===== config.mk =====
export PLATFORM = sky130hd
export DESIGN_NAME = odp_top
export DESIGN_NICKNAME = d
export VERILOG_FILES = /design/src/rtl/odp_pkg.sv /design/src/rtl/odp_int_div.sv /design/src/rtl/odp_top.sv
export SDC_FILE = /design/constraint.sdc
export NUM_CORES = 2
export LEC_CHECK = 0
export ABC_AREA = 1
export BUFFER_PORTS_ARGS = -buffer_cell sky130_fd_sc_hd__buf_2
export CAP_MARGIN = 20
export CORE_MARGIN = 8
export CORE_UTILIZATION = 41
export CTS_BUF_LIST = sky130_fd_sc_hd__clkbuf_4
export DETAILED_ROUTE_END_ITERATION = 8
export GPL_ROUTABILITY_DRIVEN = 0
export PLACE_DENSITY = 0.61
export SYNTH_ARGS = -nofsm -noshare
export SYNTH_HDL_FRONTEND = slang
export SYNTH_HIERARCHICAL = 1
export SYNTH_SLANG_ARGS = --single-unit

===== constraint.sdc =====
create_clock -name clk -period 4.9 [get_ports clk]
set_input_delay 0.98 -clock clk [delete_from_list [all_inputs] [get_ports clk]]
set_output_delay 0.98 -clock clk [all_outputs]
set_load 0.02 [all_outputs]

===== src/rtl/odp_pkg.sv =====
// package: register map, field layout, reset values and timing constants
package odp_pkg;
	localparam int ODP_NUM_OUT = 8;
	localparam logic [15:0] ODP_OUT_CFG = 16'h0000; // src[2:0], invert[3]
	localparam logic [15:0] ODP_DIV_CFG = 16'h0008; // first stage select [1:0]
	localparam logic [15:0] ODP_S2_LO = 16'h0010; // second stage half ratio lo
	localparam logic [15:0] ODP_S2_HI = 16'h0018; // second stage half ratio hi
	localparam logic [15:0] ODP_FRAC0 = 16'h0020; // n[17:0] then f[27:0]
	localparam logic [15:0] ODP_FRAC1 = 16'h0028;
	localparam logic [15:0] ODP_COARSE = 16'h0030; // steps, trigger, busy
	localparam logic [15:0] ODP_FINE = 16'h0038; // fine offset [3:0]
	localparam logic [15:0] ODP_MODE = 16'h003c; // hitless, slope rates
	localparam logic [15:0] ODP_RESYNC = 16'h00a8; // resync toggles [1:0]
	localparam int ODP_FRAC_BYTES = 7;
	// first stage encodings
	localparam logic [1:0] ODP_S1_DIV4 = 2'h0;
	localparam logic [1:0] ODP_S1_DIV5 = 2'h1;
	localparam logic [1:0] ODP_S1_DIV6 = 2'h2;
	localparam logic [1:0] ODP_S1_PASS = 2'h3;
	// source select encodings
	localparam logic [2:0] ODP_SRC_PLL_A = 3'h0;
	localparam logic [2:0] ODP_SRC_PLL_B = 3'h1;
	localparam logic [2:0] ODP_SRC_FRAC0 = 3'h2;
	localparam logic [2:0] ODP_SRC_FRAC1 = 3'h3;
	localparam logic [2:0] ODP_SRC_REF_A = 3'h4;
	localparam logic [2:0] ODP_SRC_REF_B = 3'h5;
	localparam logic [2:0] ODP_SRC_XTAL = 3'h6;
	// field positions
	localparam int ODP_INV_BIT = 3;
	localparam int ODP_TRIG_BIT = 6;
	localparam int ODP_BUSY_BIT = 7;
	// fractional limits
	localparam logic [17:0] ODP_N_MIN = 18'h00004;
	localparam logic [17:0] ODP_N_INT_MIN = 18'h00003;
	// coarse pacing: final gap count, four output periods between steps
	localparam logic [1:0] ODP_STEP_GAP = 2'h3;
	// reset values
	localparam logic [7:0] ODP_RST_OUT_CFG = 8'h00;
	localparam logic [7:0] ODP_RST_DIV_CFG = 8'h00;
	localparam logic [7:0] ODP_RST_BYTE = 8'h00;
	localparam logic [7:0] ODP_RST_N_LO = 8'h04;
	// settling window after lock or resync release
	localparam int ODP_CLK_MHZ = 50;
	localparam int ODP_SETTLE_NS = 350;
	localparam int ODP_SETTLE_CYC = (ODP_SETTLE_NS * ODP_CLK_MHZ + 999) / 1000;
	localparam logic [4:0] ODP_SETTLE_LOAD = 5'(ODP_SETTLE_CYC);
endpackage


===== src/rtl/odp_int_div.sv =====
// two-stage integer output divider with one-tick period stretch
`timescale 1ns/1ps
`default_nettype none
module odp_int_div (
	input wire logic clk, // system clock
	input wire logic rst_b, // async reset, active low
	input wire logic tick, // source clock step
	input wire logic restart, // resync pulse
	input wire logic stretch, // lengthen one period by one step
	input wire logic [1:0] s1_sel, // first stage select
	input wire logic [15:0] s2_half, // second stage ratio / 2, 0 passes
	output logic lvl, // divided level
	output logic rise // rising edge pulse
);
	logic [2:0] cnt1;
	logic [15:0] cnt2;
	logic s2_lvl;
	logic skip;
	logic prev;
	wire pass1 = (s1_sel == odp_pkg::ODP_S1_PASS);
	wire [2:0] d1 = (s1_sel == odp_pkg::ODP_S1_DIV5) ? 3'h5 :
		(s1_sel == odp_pkg::ODP_S1_DIV6) ? 3'h6 : 3'h4;
	wire eff = tick & ~skip;
	wire wrap1 = pass1 ? eff : (eff && cnt1 == d1 - 3'h1);
	wire s1_lvl = pass1 ? tick : (cnt1 < {1'b0, d1[2:1]});
	wire wrap2 = wrap1 && cnt2 == s2_half - 16'h0001;
	wire next_lvl = (s2_half == 16'h0000) ? s1_lvl : s2_lvl;

	// first stage counter, stretch swallows one step
	always_ff @(posedge clk or negedge rst_b) begin
		if (!rst_b) begin
			cnt1 <= 3'h0;
			skip <= 1'b0;
		end else if (restart) begin
			cnt1 <= 3'h0;
			skip <= 1'b0;
		end else begin
			if (stretch)
				skip <= 1'b1;
			else if (tick)
				skip <= 1'b0;
			if (wrap1)
				cnt1 <= 3'h0;
			else if (eff)
				cnt1 <= cnt1 + 3'h1;
		end
	end

	// second stage: pass or even ratio up to 131070
	always_ff @(posedge clk or negedge rst_b) begin
		if (!rst_b) begin
			cnt2 <= 16'h0000;
			s2_lvl <= 1'b0;
		end else if (restart) begin
			cnt2 <= 16'h0000;
			s2_lvl <= 1'b0;
		end else if (wrap2) begin
			cnt2 <= 16'h0000;
			s2_lvl <= ~s2_lvl;
		end else if (wrap1) begin
			cnt2 <= cnt2 + 16'h0001;
		end
	end

	// registered level and edge
	always_ff @(posedge clk or negedge rst_b) begin
		if (!rst_b) begin
			lvl <= 1'b0;
			prev <= 1'b0;
			rise <= 1'b0;
		end else begin
			lvl <= next_lvl;
			prev <= lvl;
			rise <= lvl & ~prev;
		end
	end
endmodule // odp_int_div
`default_nettype wire


===== src/rtl/odp_top.sv =====
// output divider, source mapping and phase control block
// Behaviour
// - integer divider is two stages in series; first stage divides 4, 5 or 6.
// - second stage passes through or divides by even ratio 2 to 131070.
// - upper four integer outputs may pass the first stage through.
// - fractional dividers divide by twice N.F, N 4 to 2^18-1, 28-bit F.
// - with zero fraction the fractional divider also accepts N of three.
// - lower integer and fractional dividers pick first or second pll.
// - upper dividers pick either pll, fractional outputs, references, crystal.
// - per-pll mode bit picks hitless or slope-limited phase handling.
// - hitless keeps phase; it is withheld while external loopback is used.
// - slope limiting moves phase gradually at a two-bit per-pll rate.
// - only outputs sharing a source are aligned.
// - passed-through first stage has no coarse delay, leads by one step.
// - fractional outputs need no defined phase after power-up or resync.
// - upper divider sourced from fractional divider aligns to its output.
// - lock loss clears coarse phase; relock reloads fine phase.
// - toggling a pll resync bit resyncs and reloads all its outputs.
// - coarse request up to 31 steps, one stretch every four periods.
// - busy flag holds until coarse request completes; host then retriggers.
// - fine offset in sixteenths loads on resync toggle; output jumps there.
// - resync toggle clears all coarse delays on that pll's outputs.
// - every output has selectable inversion.
// - outputs may be unstable up to 350 ns after relock or resync.
`timescale 1ns/1ps
`default_nettype none
module odp_top (
	input wire logic clk, // 50 MHz system clock
	input wire logic rst_b, // async reset, active low
	input wire logic [15:0] reg_addr, // register address
	input wire logic [7:0] reg_wdata, // register write data
	input wire logic reg_wr, // register write strobe
	output logic [7:0] reg_rdata, // registered read data
	input wire logic first_pll_tick, // first pll step enable
	input wire logic second_pll_tick, // second pll step enable
	input wire logic reference_input_a_tick, // reference a step enable
	input wire logic reference_input_b_tick, // reference b step enable
	input wire logic xtal_tick, // crystal step enable
	input wire logic [1:0] loss_of_lock_flag, // per-pll unlock, async
	input wire logic ext_loopback, // external loopback in use
	output logic [7:0] out_clk, // divided, inverted outputs
	output logic [1:0] hitless_active, // hitless handling in force
	output logic [3:0] phase_slope_rate, // {second, first} slope rates
	output logic [1:0] output_settling // outputs may be unstable
);
	logic [7:0] out_cfg [8];
	logic [7:0] div_cfg [8];
	logic [7:0] s2_lo [8];
	logic [7:0] s2_hi [8];
	logic [7:0] frac_b [2][odp_pkg::ODP_FRAC_BYTES];
	logic [7:0] coarse [8];
	logic [3:0] fine [2];
	logic [5:0] mode_reg;
	logic [1:0] output_resync_trigger;
	logic [1:0] lol_m, lol_s, lol_d;
	logic [4:0] settle [2];
	logic [7:0] busy;
	logic [7:0] lvl, rise, stretch, restart;
	logic [1:0] frac_edge;
	logic [7:0] rd_val;

	// band decode shared by write and read paths
	function automatic logic in_band(input logic [15:0] a,
		input logic [15:0] base);
		in_band = (a[15:3] == base[15:3]);
	endfunction

	// pll owning a source: {mapped, pll index}
	function automatic logic [1:0] src_pll(input logic [2:0] src,
		input logic f0p, input logic f1p);
		case (src)
		odp_pkg::ODP_SRC_PLL_A: src_pll = 2'b10;
		odp_pkg::ODP_SRC_PLL_B: src_pll = 2'b11;
		odp_pkg::ODP_SRC_FRAC0: src_pll = {1'b1, f0p};
		odp_pkg::ODP_SRC_FRAC1: src_pll = {1'b1, f1p};
		default: src_pll = 2'b00;
		endcase
	endfunction

	wire [2:0] idx = reg_addr[2:0];
	wire wr_out = reg_wr & in_band(reg_addr, odp_pkg::ODP_OUT_CFG);
	wire wr_div = reg_wr & in_band(reg_addr, odp_pkg::ODP_DIV_CFG);
	wire wr_s2l = reg_wr & in_band(reg_addr, odp_pkg::ODP_S2_LO);
	wire wr_s2h = reg_wr & in_band(reg_addr, odp_pkg::ODP_S2_HI);
	wire wr_f0 = reg_wr & in_band(reg_addr, odp_pkg::ODP_FRAC0);
	wire wr_f1 = reg_wr & in_band(reg_addr, odp_pkg::ODP_FRAC1);
	wire wr_crs = reg_wr & in_band(reg_addr, odp_pkg::ODP_COARSE);
	wire wr_fine = reg_wr & (reg_addr[15:1] == odp_pkg::ODP_FINE[15:1]);
	wire wr_mode = reg_wr & (reg_addr == odp_pkg::ODP_MODE);
	wire wr_rs = reg_wr & (reg_addr == odp_pkg::ODP_RESYNC);
	wire [1:0] rs_tog = wr_rs ? (reg_wdata[1:0] ^ output_resync_trigger)
		: 2'b00;
	wire [1:0] lol_rise = lol_s & ~lol_d;
	wire [1:0] lol_fall = ~lol_s & lol_d;
	wire [1:0] resync = rs_tog | lol_fall;
	wire [1:0] crs_clr = rs_tog | lol_rise;
	wire [6:0] src_tick = {xtal_tick, reference_input_b_tick,
		reference_input_a_tick, frac_edge, second_pll_tick, first_pll_tick};

	// register file writes
	always_ff @(posedge clk or negedge rst_b) begin
		if (!rst_b) begin
			for (int i = 0; i < 8; i++) begin
				out_cfg[i] <= odp_pkg::ODP_RST_OUT_CFG;
				div_cfg[i] <= odp_pkg::ODP_RST_DIV_CFG;
				s2_lo[i] <= odp_pkg::ODP_RST_BYTE;
				s2_hi[i] <= odp_pkg::ODP_RST_BYTE;
				coarse[i] <= odp_pkg::ODP_RST_BYTE;
			end
			for (int f = 0; f < 2; f++) begin
				for (int b = 0; b < odp_pkg::ODP_FRAC_BYTES; b++)
					frac_b[f][b] <= (b == 0) ? odp_pkg::ODP_RST_N_LO
						: odp_pkg::ODP_RST_BYTE;
				fine[f] <= 4'h0;
			end
			mode_reg <= 6'h00;
			output_resync_trigger <= 2'b00;
		end else begin
			if (wr_out)
				out_cfg[idx] <= {4'h0, reg_wdata[3:0]};
			if (wr_div)
				div_cfg[idx] <= {6'h00, reg_wdata[1:0]};
			if (wr_s2l)
				s2_lo[idx] <= reg_wdata;
			if (wr_s2h)
				s2_hi[idx] <= reg_wdata;
			if (wr_f0 && idx < 3'h7)
				frac_b[0][idx] <= reg_wdata;
			if (wr_f1 && idx < 3'h7)
				frac_b[1][idx] <= reg_wdata;
			if (wr_crs)
				coarse[idx] <= {1'b0, reg_wdata[6:0]};
			if (wr_fine)
				fine[reg_addr[0]] <= reg_wdata[3:0];
			if (wr_mode)
				mode_reg <= reg_wdata[5:0];
			if (wr_rs)
				output_resync_trigger <= reg_wdata[1:0];
		end
	end

	// lock flags come from the pll domain: two-flop sync, then edge
	always_ff @(posedge clk or negedge rst_b) begin
		if (!rst_b) begin
			lol_m <= 2'b11;
			lol_s <= 2'b11;
			lol_d <= 2'b11;
		end else begin
			lol_m <= loss_of_lock_flag;
			lol_s <= lol_m;
			lol_d <= lol_s;
		end
	end

	// per-pll settling window after relock or resync
	generate
	for (genvar p = 0; p < 2; p++) begin : g_pll
		always_ff @(posedge clk or negedge rst_b) begin
			if (!rst_b)
				settle[p] <= 5'h00;
			else if (resync[p])
				settle[p] <= odp_pkg::ODP_SETTLE_LOAD;
			else if (settle[p] != 5'h00)
				settle[p] <= settle[p] - 5'h01;
		end
		// lol_d covers the edge-detect cycle before the window loads
		assign output_settling[p] = (settle[p] != 5'h00) | lol_s[p] | lol_d[p];
		// hitless withheld under external loopback
		assign hitless_active[p] = mode_reg[p] & ~ext_loopback;
	end
	endgenerate
	assign phase_slope_rate = mode_reg[5:2];

	// per-output source, divider, coarse engine and inversion
	generate
	for (genvar i = 0; i < 8; i++) begin : g_out
		localparam bit FRAC = (i == 2) || (i == 3);
		localparam bit UPPER = (i >= 4);
		logic [4:0] left;
		logic [1:0] gap;
		wire [2:0] src = UPPER ? out_cfg[i][2:0]
			: {2'b00, out_cfg[i][0]};
		wire [1:0] own = src_pll(src, out_cfg[2][0], out_cfg[3][0]);
		wire tick = (src <= odp_pkg::ODP_SRC_XTAL) ? src_tick[src] : 1'b0;
		wire nocrs = UPPER && div_cfg[i][1:0] == odp_pkg::ODP_S1_PASS;
		wire trig = wr_crs && idx == 3'(i) &&
			reg_wdata[odp_pkg::ODP_TRIG_BIT] !=
			coarse[i][odp_pkg::ODP_TRIG_BIT];
		wire clr = own[1] & crs_clr[own[0]];
		// restart of frac source also realigns its users
		assign restart[i] = own[1] & resync[own[0]];

		// coarse stepping: stretch now, then every four periods
		always_ff @(posedge clk or negedge rst_b) begin
			if (!rst_b) begin
				busy[i] <= 1'b0;
				left <= 5'h00;
				gap <= 2'h0;
				stretch[i] <= 1'b0;
			end else begin
				stretch[i] <= 1'b0;
				if (clr) begin
					busy[i] <= 1'b0;
				end else if (!busy[i]) begin
					// busy ignores toggles; bypass has no coarse
					if (trig && !nocrs &&
						reg_wdata[4:0] != 5'h00) begin
						busy[i] <= 1'b1;
						left <= reg_wdata[4:0];
						gap <= 2'h0;
						stretch[i] <= 1'b1;
					end
				end else if (rise[i]) begin
					if (gap == odp_pkg::ODP_STEP_GAP) begin
						gap <= 2'h0;
						if (left == 5'h01) begin
							busy[i] <= 1'b0;
						end else begin
							left <= left - 5'h01;
							stretch[i] <= 1'b1;
						end
					end else begin
						gap <= gap + 2'h1;
					end
				end
			end
		end

		if (FRAC) begin : g_frac
			localparam int F = i - 2;
			logic [17:0] fcnt;
			logic [27:0] facc;
			logic extra, flvl, skip, fprev;
			wire [17:0] n_raw = {frac_b[F][2][1:0], frac_b[F][1],
				frac_b[F][0]};
			wire [27:0] f_raw = {frac_b[F][6][3:0], frac_b[F][5],
				frac_b[F][4], frac_b[F][3]};
			// n of three only legal with zero fraction
			wire n_ok = (n_raw >= odp_pkg::ODP_N_MIN) ||
				(n_raw == odp_pkg::ODP_N_INT_MIN && f_raw == 28'h0);
			wire [17:0] n_eff = n_ok ? n_raw : odp_pkg::ODP_N_MIN;
			wire [17:0] limit = n_eff - 18'h1 + {17'h0, extra};
			wire [28:0] acc_sum = {1'b0, facc} + {1'b0, f_raw};
			wire eff = tick & ~skip;
			wire wrap = eff && fcnt >= limit;
			// half period of n.f steps: ratio twice n.f
			always_ff @(posedge clk or negedge rst_b) begin
				if (!rst_b) begin
					fcnt <= 18'h0;
					facc <= 28'h0;
					extra <= 1'b0;
					flvl <= 1'b0;
					skip <= 1'b0;
				end else if (restart[i]) begin
					// phase after resync set only by fine offset
					fcnt <= 18'h0;
					facc <= {fine[F], 24'h0};
					extra <= 1'b0;
					flvl <= 1'b0;
					skip <= 1'b0;
				end else begin
					if (stretch[i])
						skip <= 1'b1;
					else if (tick)
						skip <= 1'b0;
					if (wrap) begin
						fcnt <= 18'h0;
						flvl <= ~flvl;
						facc <= acc_sum[27:0];
						extra <= acc_sum[28];
					end else if (eff) begin
						fcnt <= fcnt + 18'h1;
					end
				end
			end
			always_ff @(posedge clk or negedge rst_b) begin
				if (!rst_b) begin
					fprev <= 1'b0;
					frac_edge[F] <= 1'b0;
				end else begin
					fprev <= flvl;
					frac_edge[F] <= flvl & ~fprev;
				end
			end
			assign lvl[i] = flvl;
			assign rise[i] = frac_edge[F];
		end else begin : g_int
			// pass-through first stage only on upper outputs
			wire [1:0] s1 = (!UPPER && div_cfg[i][1:0] ==
				odp_pkg::ODP_S1_PASS) ? odp_pkg::ODP_S1_DIV4
				: div_cfg[i][1:0];
			odp_int_div u_div (
				.clk(clk),
				.rst_b(rst_b),
				.tick(tick),
				.restart(restart[i]),
				.stretch(stretch[i]),
				.s1_sel(s1),
				.s2_half({s2_hi[i], s2_lo[i]}),
				.lvl(lvl[i]),
				.rise(rise[i])
			);
		end

		// inversion gives half-period shift
		always_ff @(posedge clk or negedge rst_b) begin
			if (!rst_b)
				out_clk[i] <= 1'b0;
			else
				out_clk[i] <= lvl[i] ^ out_cfg[i][odp_pkg::ODP_INV_BIT];
		end
	end
	endgenerate

	// read decode, reserved space reads zero
	always_comb begin
		rd_val = 8'h00;
		if (in_band(reg_addr, odp_pkg::ODP_OUT_CFG))
			rd_val = out_cfg[idx];
		else if (in_band(reg_addr, odp_pkg::ODP_DIV_CFG))
			rd_val = div_cfg[idx];
		else if (in_band(reg_addr, odp_pkg::ODP_S2_LO))
			rd_val = s2_lo[idx];
		else if (in_band(reg_addr, odp_pkg::ODP_S2_HI))
			rd_val = s2_hi[idx];
		else if (in_band(reg_addr, odp_pkg::ODP_FRAC0) && idx < 3'h7)
			rd_val = frac_b[0][idx];
		else if (in_band(reg_addr, odp_pkg::ODP_FRAC1) && idx < 3'h7)
			rd_val = frac_b[1][idx];
		else if (in_band(reg_addr, odp_pkg::ODP_COARSE))
			rd_val = {busy[idx], coarse[idx][6:0]};
		else if (reg_addr[15:1] == odp_pkg::ODP_FINE[15:1])
			rd_val = {4'h0, fine[reg_addr[0]]};
		else if (reg_addr == odp_pkg::ODP_MODE)
			rd_val = {2'b00, mode_reg};
		else if (reg_addr == odp_pkg::ODP_RESYNC)
			rd_val = {6'h00, output_resync_trigger};
	end

	// read data registered one cycle after address
	always_ff @(posedge clk or negedge rst_b) begin
		if (!rst_b)
			reg_rdata <= 8'h00;
		else
			reg_rdata <= rd_val;
	end
endmodule // odp_top
`default_nettype wire


-- Yosys cells after proc, flatten, opt, wreduce, memory -nomap -nowiden
Cells that the tools add are included.
- register bits after elaboration: 798
- bits of input ports: 35
- output and inout port bits: 24
- word-level logic and storage cells: 984
- $add $sub $neg: 50
- $lt $le $gt $ge: 40
- eq/ne operators: 110
- mux-type cells: 393
- bitwise logic cells: 98
- reduce and logical (&&, ||, !) cells: 133
- operator list (cell ; number):
    $bwmux W64 ; 5
    $mux W16 ; 18
    $mux W5 ; 44
    $mux W1 ; 195
    $bmux W8 S3 ; 7
    $mux W8 ; 20
    $mux W18 ; 8
    $bwmux W56 ; 2
    $mux W28 ; 4
    $add A16 B1 Y16 const B ; 6
    $eq A16 B16 Y1 ; 6
    $logic_not A16 Y1 ; 6
    $sub A16 B1 Y16 const B ; 6
    $mux W2 ; 42
    $mux W3 ; 24
    $reduce_bool A3 Y1 ; 22
    $add A28 B28 Y29 ; 2
    $logic_not A28 Y1 ; 2
    $logic_and A1 B1 Y1 ; 50
    $sub A5 B1 Y5 const B ; 10
    $and A1 B1 Y1 ; 44
    $eq A2 B2 Y1 const B ; 22
    $eq A5 B1 Y1 const B ; 8
    $reduce_and A5 Y1 ; 8
    other kinds (59) ; 263

-- Depth between registers and ports, before layout
- depth in word-level cells: 12
- depth in mapped cells: 30
- mapped depth without buffers: 28

-- Cells and area by module
Netlist, hierarchy kept.
- modules (own cells, without submodules) (module ; instances ; cells an instance ; area each (um^2) ; sequential area each (um^2)):
    odp_top ; 1 ; 4201 ; 32200.9 ; 14173.6
    odp_int_div (g_out[0].g_int.u_div ...) ; 5 ; 332 ; 2157.1 ; 600.6
    odp_int_div (g_out[7].g_int.u_div) ; 1 ; 310 ; 2097.0 ; 600.6

-- Least setup slack after synthesis
Ideal clock, no wire load.
- path kind: reg2reg
- start: register frac_b[54] (netlist bit)
- end: register g_out[3].g_frac.facc[25]
- library setup time: 0.118 ns
- data arrival time: 3.614 ns
- required time: 4.782 ns
- setup slack: 1.168 ns
- cell stages (with the launch flop): 28
- buffers on the path: 2
- period minus slack after synthesis: 3.732 ns
- path through: dfrtp_1 > nor2_1 > nand2_1 > inv_1 > nand4_1 > nor3_1 > nand2_1 > nand2_1 > ha_1 > ha_1 > nand4_1 > nor2_1 > nand3_1 > nand2_1 > inv_1 > ha_1 > nand2_1 > nor2_1 > nor3b_1 > o211ai_1 > nand4_1 > nand2_1 > clkbuf_1 > nand2_2 > inv_2 > buf_2 > nand2_1 > nand2_1
- cells in the longest elaborated chain, start to end: 9
- elaborated cells between the ends (all ways): 10
- RTL lines (element ; line ; text):
    start, declared ; odp_top.sv:50 ; logic [7:0] frac_b [2][odp_pkg::ODP_FRAC_BYTES];
    start signal, assigned by index ; odp_top.sv:112 ; frac_b[f][b] <= (b == 0) ? odp_pkg::ODP_RST_N_LO
    start signal, assigned by index ; odp_top.sv:128 ; frac_b[0][idx] <= reg_wdata;
    start signal, assigned by index ; odp_top.sv:130 ; frac_b[1][idx] <= reg_wdata;
    branches (longest 3 deep; another with $ge A18 B3 Y1) ; -- ;
    $mux W18 (*) ; odp_top.sv:241 ; wire [17:0] n_eff = n_ok ? n_raw : odp_pkg::ODP_N_MIN;
    $sub A18 B1 Y18 (*) ; odp_top.sv:242 ; wire [17:0] limit = n_eff - 18'h1 + {17'h0, extra};
    $add A18 B1 Y18 (*) ; odp_top.sv:242 ;
    $ge A18 B18 Y1 (*) ; odp_top.sv:245 ; wire wrap = eff && fcnt >= limit;
    $logic_and A1 B1 Y1 (*) ; odp_top.sv:245 ;
    $reduce_bool A2 Y1 (no line) (*) ; -- ;
    end signal, assigned ; odp_top.sv:257 ; facc <= {fine[F], 24'h0};
    end signal, assigned ; odp_top.sv:269 ; facc <= acc_sum[27:0];
    end, declared ; odp_top.sv:232 ; logic [27:0] facc;
Mark *: on every way between the ends.
A chain may end at the register's enable or synchronous reset.

-- Worst setup path in the final report
- start: register frac_b[100] (netlist bit)
- end: register g_out[2].g_frac.facc[14]
- cells in the longest elaborated chain, start to end: 9
- elaborated cells between the ends (all ways): 10
- RTL lines (element ; line):
    branches (longest 3 deep; another with $ge A18 B3 Y1) ; --
    $mux W18 (*) ; odp_top.sv:241
    $sub A18 B1 Y18 (*) ; odp_top.sv:242
    $add A18 B1 Y18 (*) ; odp_top.sv:242
    $ge A18 B18 Y1 (*) ; odp_top.sv:245
    $logic_and A1 B1 Y1 (*) ; odp_top.sv:245
    $reduce_bool A2 Y1 (no line) (*) ; --
    end signal, assigned ; odp_top.sv:257
    end signal, assigned ; odp_top.sv:269
    end, declared ; odp_top.sv:232
Marked as above.

==> results.ini <==
[floorplan]
die_y_um = 348
coreArea_um2 = 109000
start_util = 0.414
ios = 59
dieWidth_um = 348
rows = 121
die-area_um2 = 121000

[placed_design]
dp.final_hpwl_mm = 105
portBuffers = 58
dpl_worst_slack_ps = 472
dp.cells = 7535
place_area_um2 = 46900

[critical_path]
crit_arrival_ps = 5390
path_max_fanout = 18
slowest_delay_ps = 410
crit_required_ps = 5830
crit_path_frequent_cell = nand2_1
startpoint_type = register
cp_slowest_cell = dfrtp_1
critPathKind = reg -> reg
endpoint_kind = register

[synthesis]
synth-edff-count = 0
syn_area_um2 = 45100
synth_xor_area_frac = 0.0530
synth_fa_ha_area_frac = 0.0458
yosysWarnings = 6
syn_nets = 6370
ys_seq_area_frac = 0.394
synth-async-reset-ratio = 1.00
synth_simple_gate_area_share = 0.315
syn_avg_cell_area_um2 = 7.31
synth-compound-area-share = 0.118
syn_inst = 6171
yosysUniqueCellTypes = 67
synthMuxAreaShare = 0.00286
yosys_most_used_dff = dfrtp_1
synth_seq_cells = 710
synth_top_family_by_area = simple AND/OR/NAND/NOR gates

[timing]
fin_crit_sh = 0.910
drv_slew = 0
tns_ps = 0
fin_ws_ps = 441
clock_skew_ps = 105
period_minus_slack_ps = 4460
timing.hold.ws_ps = 153
tightestPinTransition_ps = 1080
slew_headroom = 0.278
setup_violations = 0
fmax_mhz = 224
hold_viol_final = 0
rsz0062_at_grt = false

[routing]
drtAntennaViolNets = 0
dr.pass1.iters = 7
drcViolationCount = 0
wl_per_cell_um = 18.3
vias = 42300
via_per_inst = 5.35
drt_iter0_markers = 3798
wl_mm = 145

[global_routing]
grt_pass1_vias = 40300
grtUsageTotal = 0.235
grt_pass1_wl_mm = 228
grt_max_degree = 99
grt_overflow = 0
grt_antenna_before_repair = 9

[outcome]
status = completed

[layout]
final_common_cell = nand2_1
fin_cells = 7918
layout-drive-gt1-share = 0.113
regMostFlops = frac_b
nets = 6525
final_cell_mix = nand2_1 (1811), dfrtp_1 (702), o21ai_0 (589), inv_1 (574), nor2_1 (526)
reg_top3 = frac_b x112, g_out.g_int.u_div/cnt2 x96
final_util = 0.455
design_area_um2 = 49600
area_growth_pct = 10.1
fillCellCount = 11100
largest_reg_flops = 112

[clocking]
cts_made_buffers = 199
cts.clk_slew.worst_paths_ps = 60
root_buffer = clkbuf_4
cts.path.max_buffers = 3
cts_setup_buffers = 0
cts_tree = built
cts.sinks = 710
h-tree-depth = 4
clk_latency_ps = 1150

[power]
peakVddDrop_v = 0.000197
p_total_mw = 13.5
p_per_area_nw_per_um2 = 272
p_leak_nw = 24.7

[job]
cap_violations = 0

[hold_path]
hold_class = in -> reg

## per-layer routing
layer	wire, µm	track usage	up-vias	share of wire
met1	63700	0.318	19900	0.44
met3	12000	0.0535	337	0.083
met2	63900	0.366	1514	0.44
li1	-	-	20600	-
met5	13	0	-	0.000090
met4	5490	0.0908	2	0.038
## cells in the mapped netlist, drive strengths merged (15+ instances only)
| cell type | n | area [µm²] |
|---|---|---|
| o22ai | 58 | 363 |
| buf | 57 | 388 |
| a22oi | 30 | 230 |
| o2111ai | 15 | 131 |
| nor2 | 663 | 2990 |
| nor4 | 39 | 259 |
| nand3b | 35 | 263 |
| a21oi | 130 | 651 |
| inv | 610 | 2290 |
| o211ai | 16 | 120 |
| ha | 162 | 2030 |
| o21bai | 16 | 120 |
| nand2 | 1863 | 7120 |
| xnor2 | 84 | 736 |
| dfrtp | 702 | 17600 |
| nand3 | 406 | 2080 |
| o21ai | 617 | 3150 |
| nand4 | 131 | 835 |
| or2 | 24 | 150 |
| xor2 | 189 | 1660 |
| clkbuf | 125 | 475 |
| nor3 | 83 | 420 |
## final cells by class
class / count / area (µm²) / share of cell area
repair buffers: 136 / 1000 / 0.0202
flip-flops and latches: 710 / 17800 / 0.358
diodes: 12 / 30.0 / 0.000605
multi-input cells: 4659 / 24100 / 0.486
well taps: 1414 / 1770 / 0.0357
clock buffers: 296 / 2220 / 0.0448
clock inverters: 71 / 357 / 0.00719
inverters: 620 / 2340 / 0.0471
## power by group
group | total [mW] | switching (mW) | internal (mW)
combinational | 1.61 | 1.15 | 0.464
sequential | 6.27 | 0.199 | 6.07
clock | 5.60 | 2.73 | 2.87
total | 13.5 | 4.07 | 9.41
## cell families after synthesis
family / count (synthesis)
AOI/OAI and AO/OA: 955
xor gates and xnor gates: 273
adders and majority gates: 164
buffers and inverters: 802
DFF: 710
muxes: 10
and+or+nand+nor: 3257
## critical path: cells and delay by family, from the launching register on
kind            cells  cell delay (ps)
compound gates      3              450
fa+ha+maj           2              460
buf+inv             4              760
flops               1              410
simple gates       16             2160
## what timing repair did
item                                    in CTS  in global routing
hold buffers                                 3                  0
endpoints found under the hold margin       82                  0
endpoints found under the setup margin       0                 56
resized for setup                            0                  7
## path summary, 6_finish.rpt
| check | start | end | slack, ps | depth (start not counted) |
|---|---|---|---|---|
| worst min register to register | lol_m[1]$_DFF_PN1_ | lol_s[1]$_DFF_PN1_ | 340 | 0 |
| worst max register to register | frac_b[100]$_DFFE_PN0P_ | g_out[2].g_frac.facc[14]$_DFFE_PN0P_ | 440 | 25 |
| worst max-delay path | frac_b[100]$_DFFE_PN0P_ | g_out[2].g_frac.facc[14]$_DFFE_PN0P_ | 440 | 25 |
| worst min-delay path | reg_wdata[5] | coarse[45]$_DFFE_PN0P_ | 150 | 3 |
| max in group asynchronous | rst_b | g_out[1].g_int.u_div/cnt2[3]$_DFFE_PN0P_ | 3260 | 3 |
| min in group asynchronous | rst_b | busy[7]$_DFF_PN0_ | 540 | 2 |
Note: power is estimated with default switching activity, not from simulation.
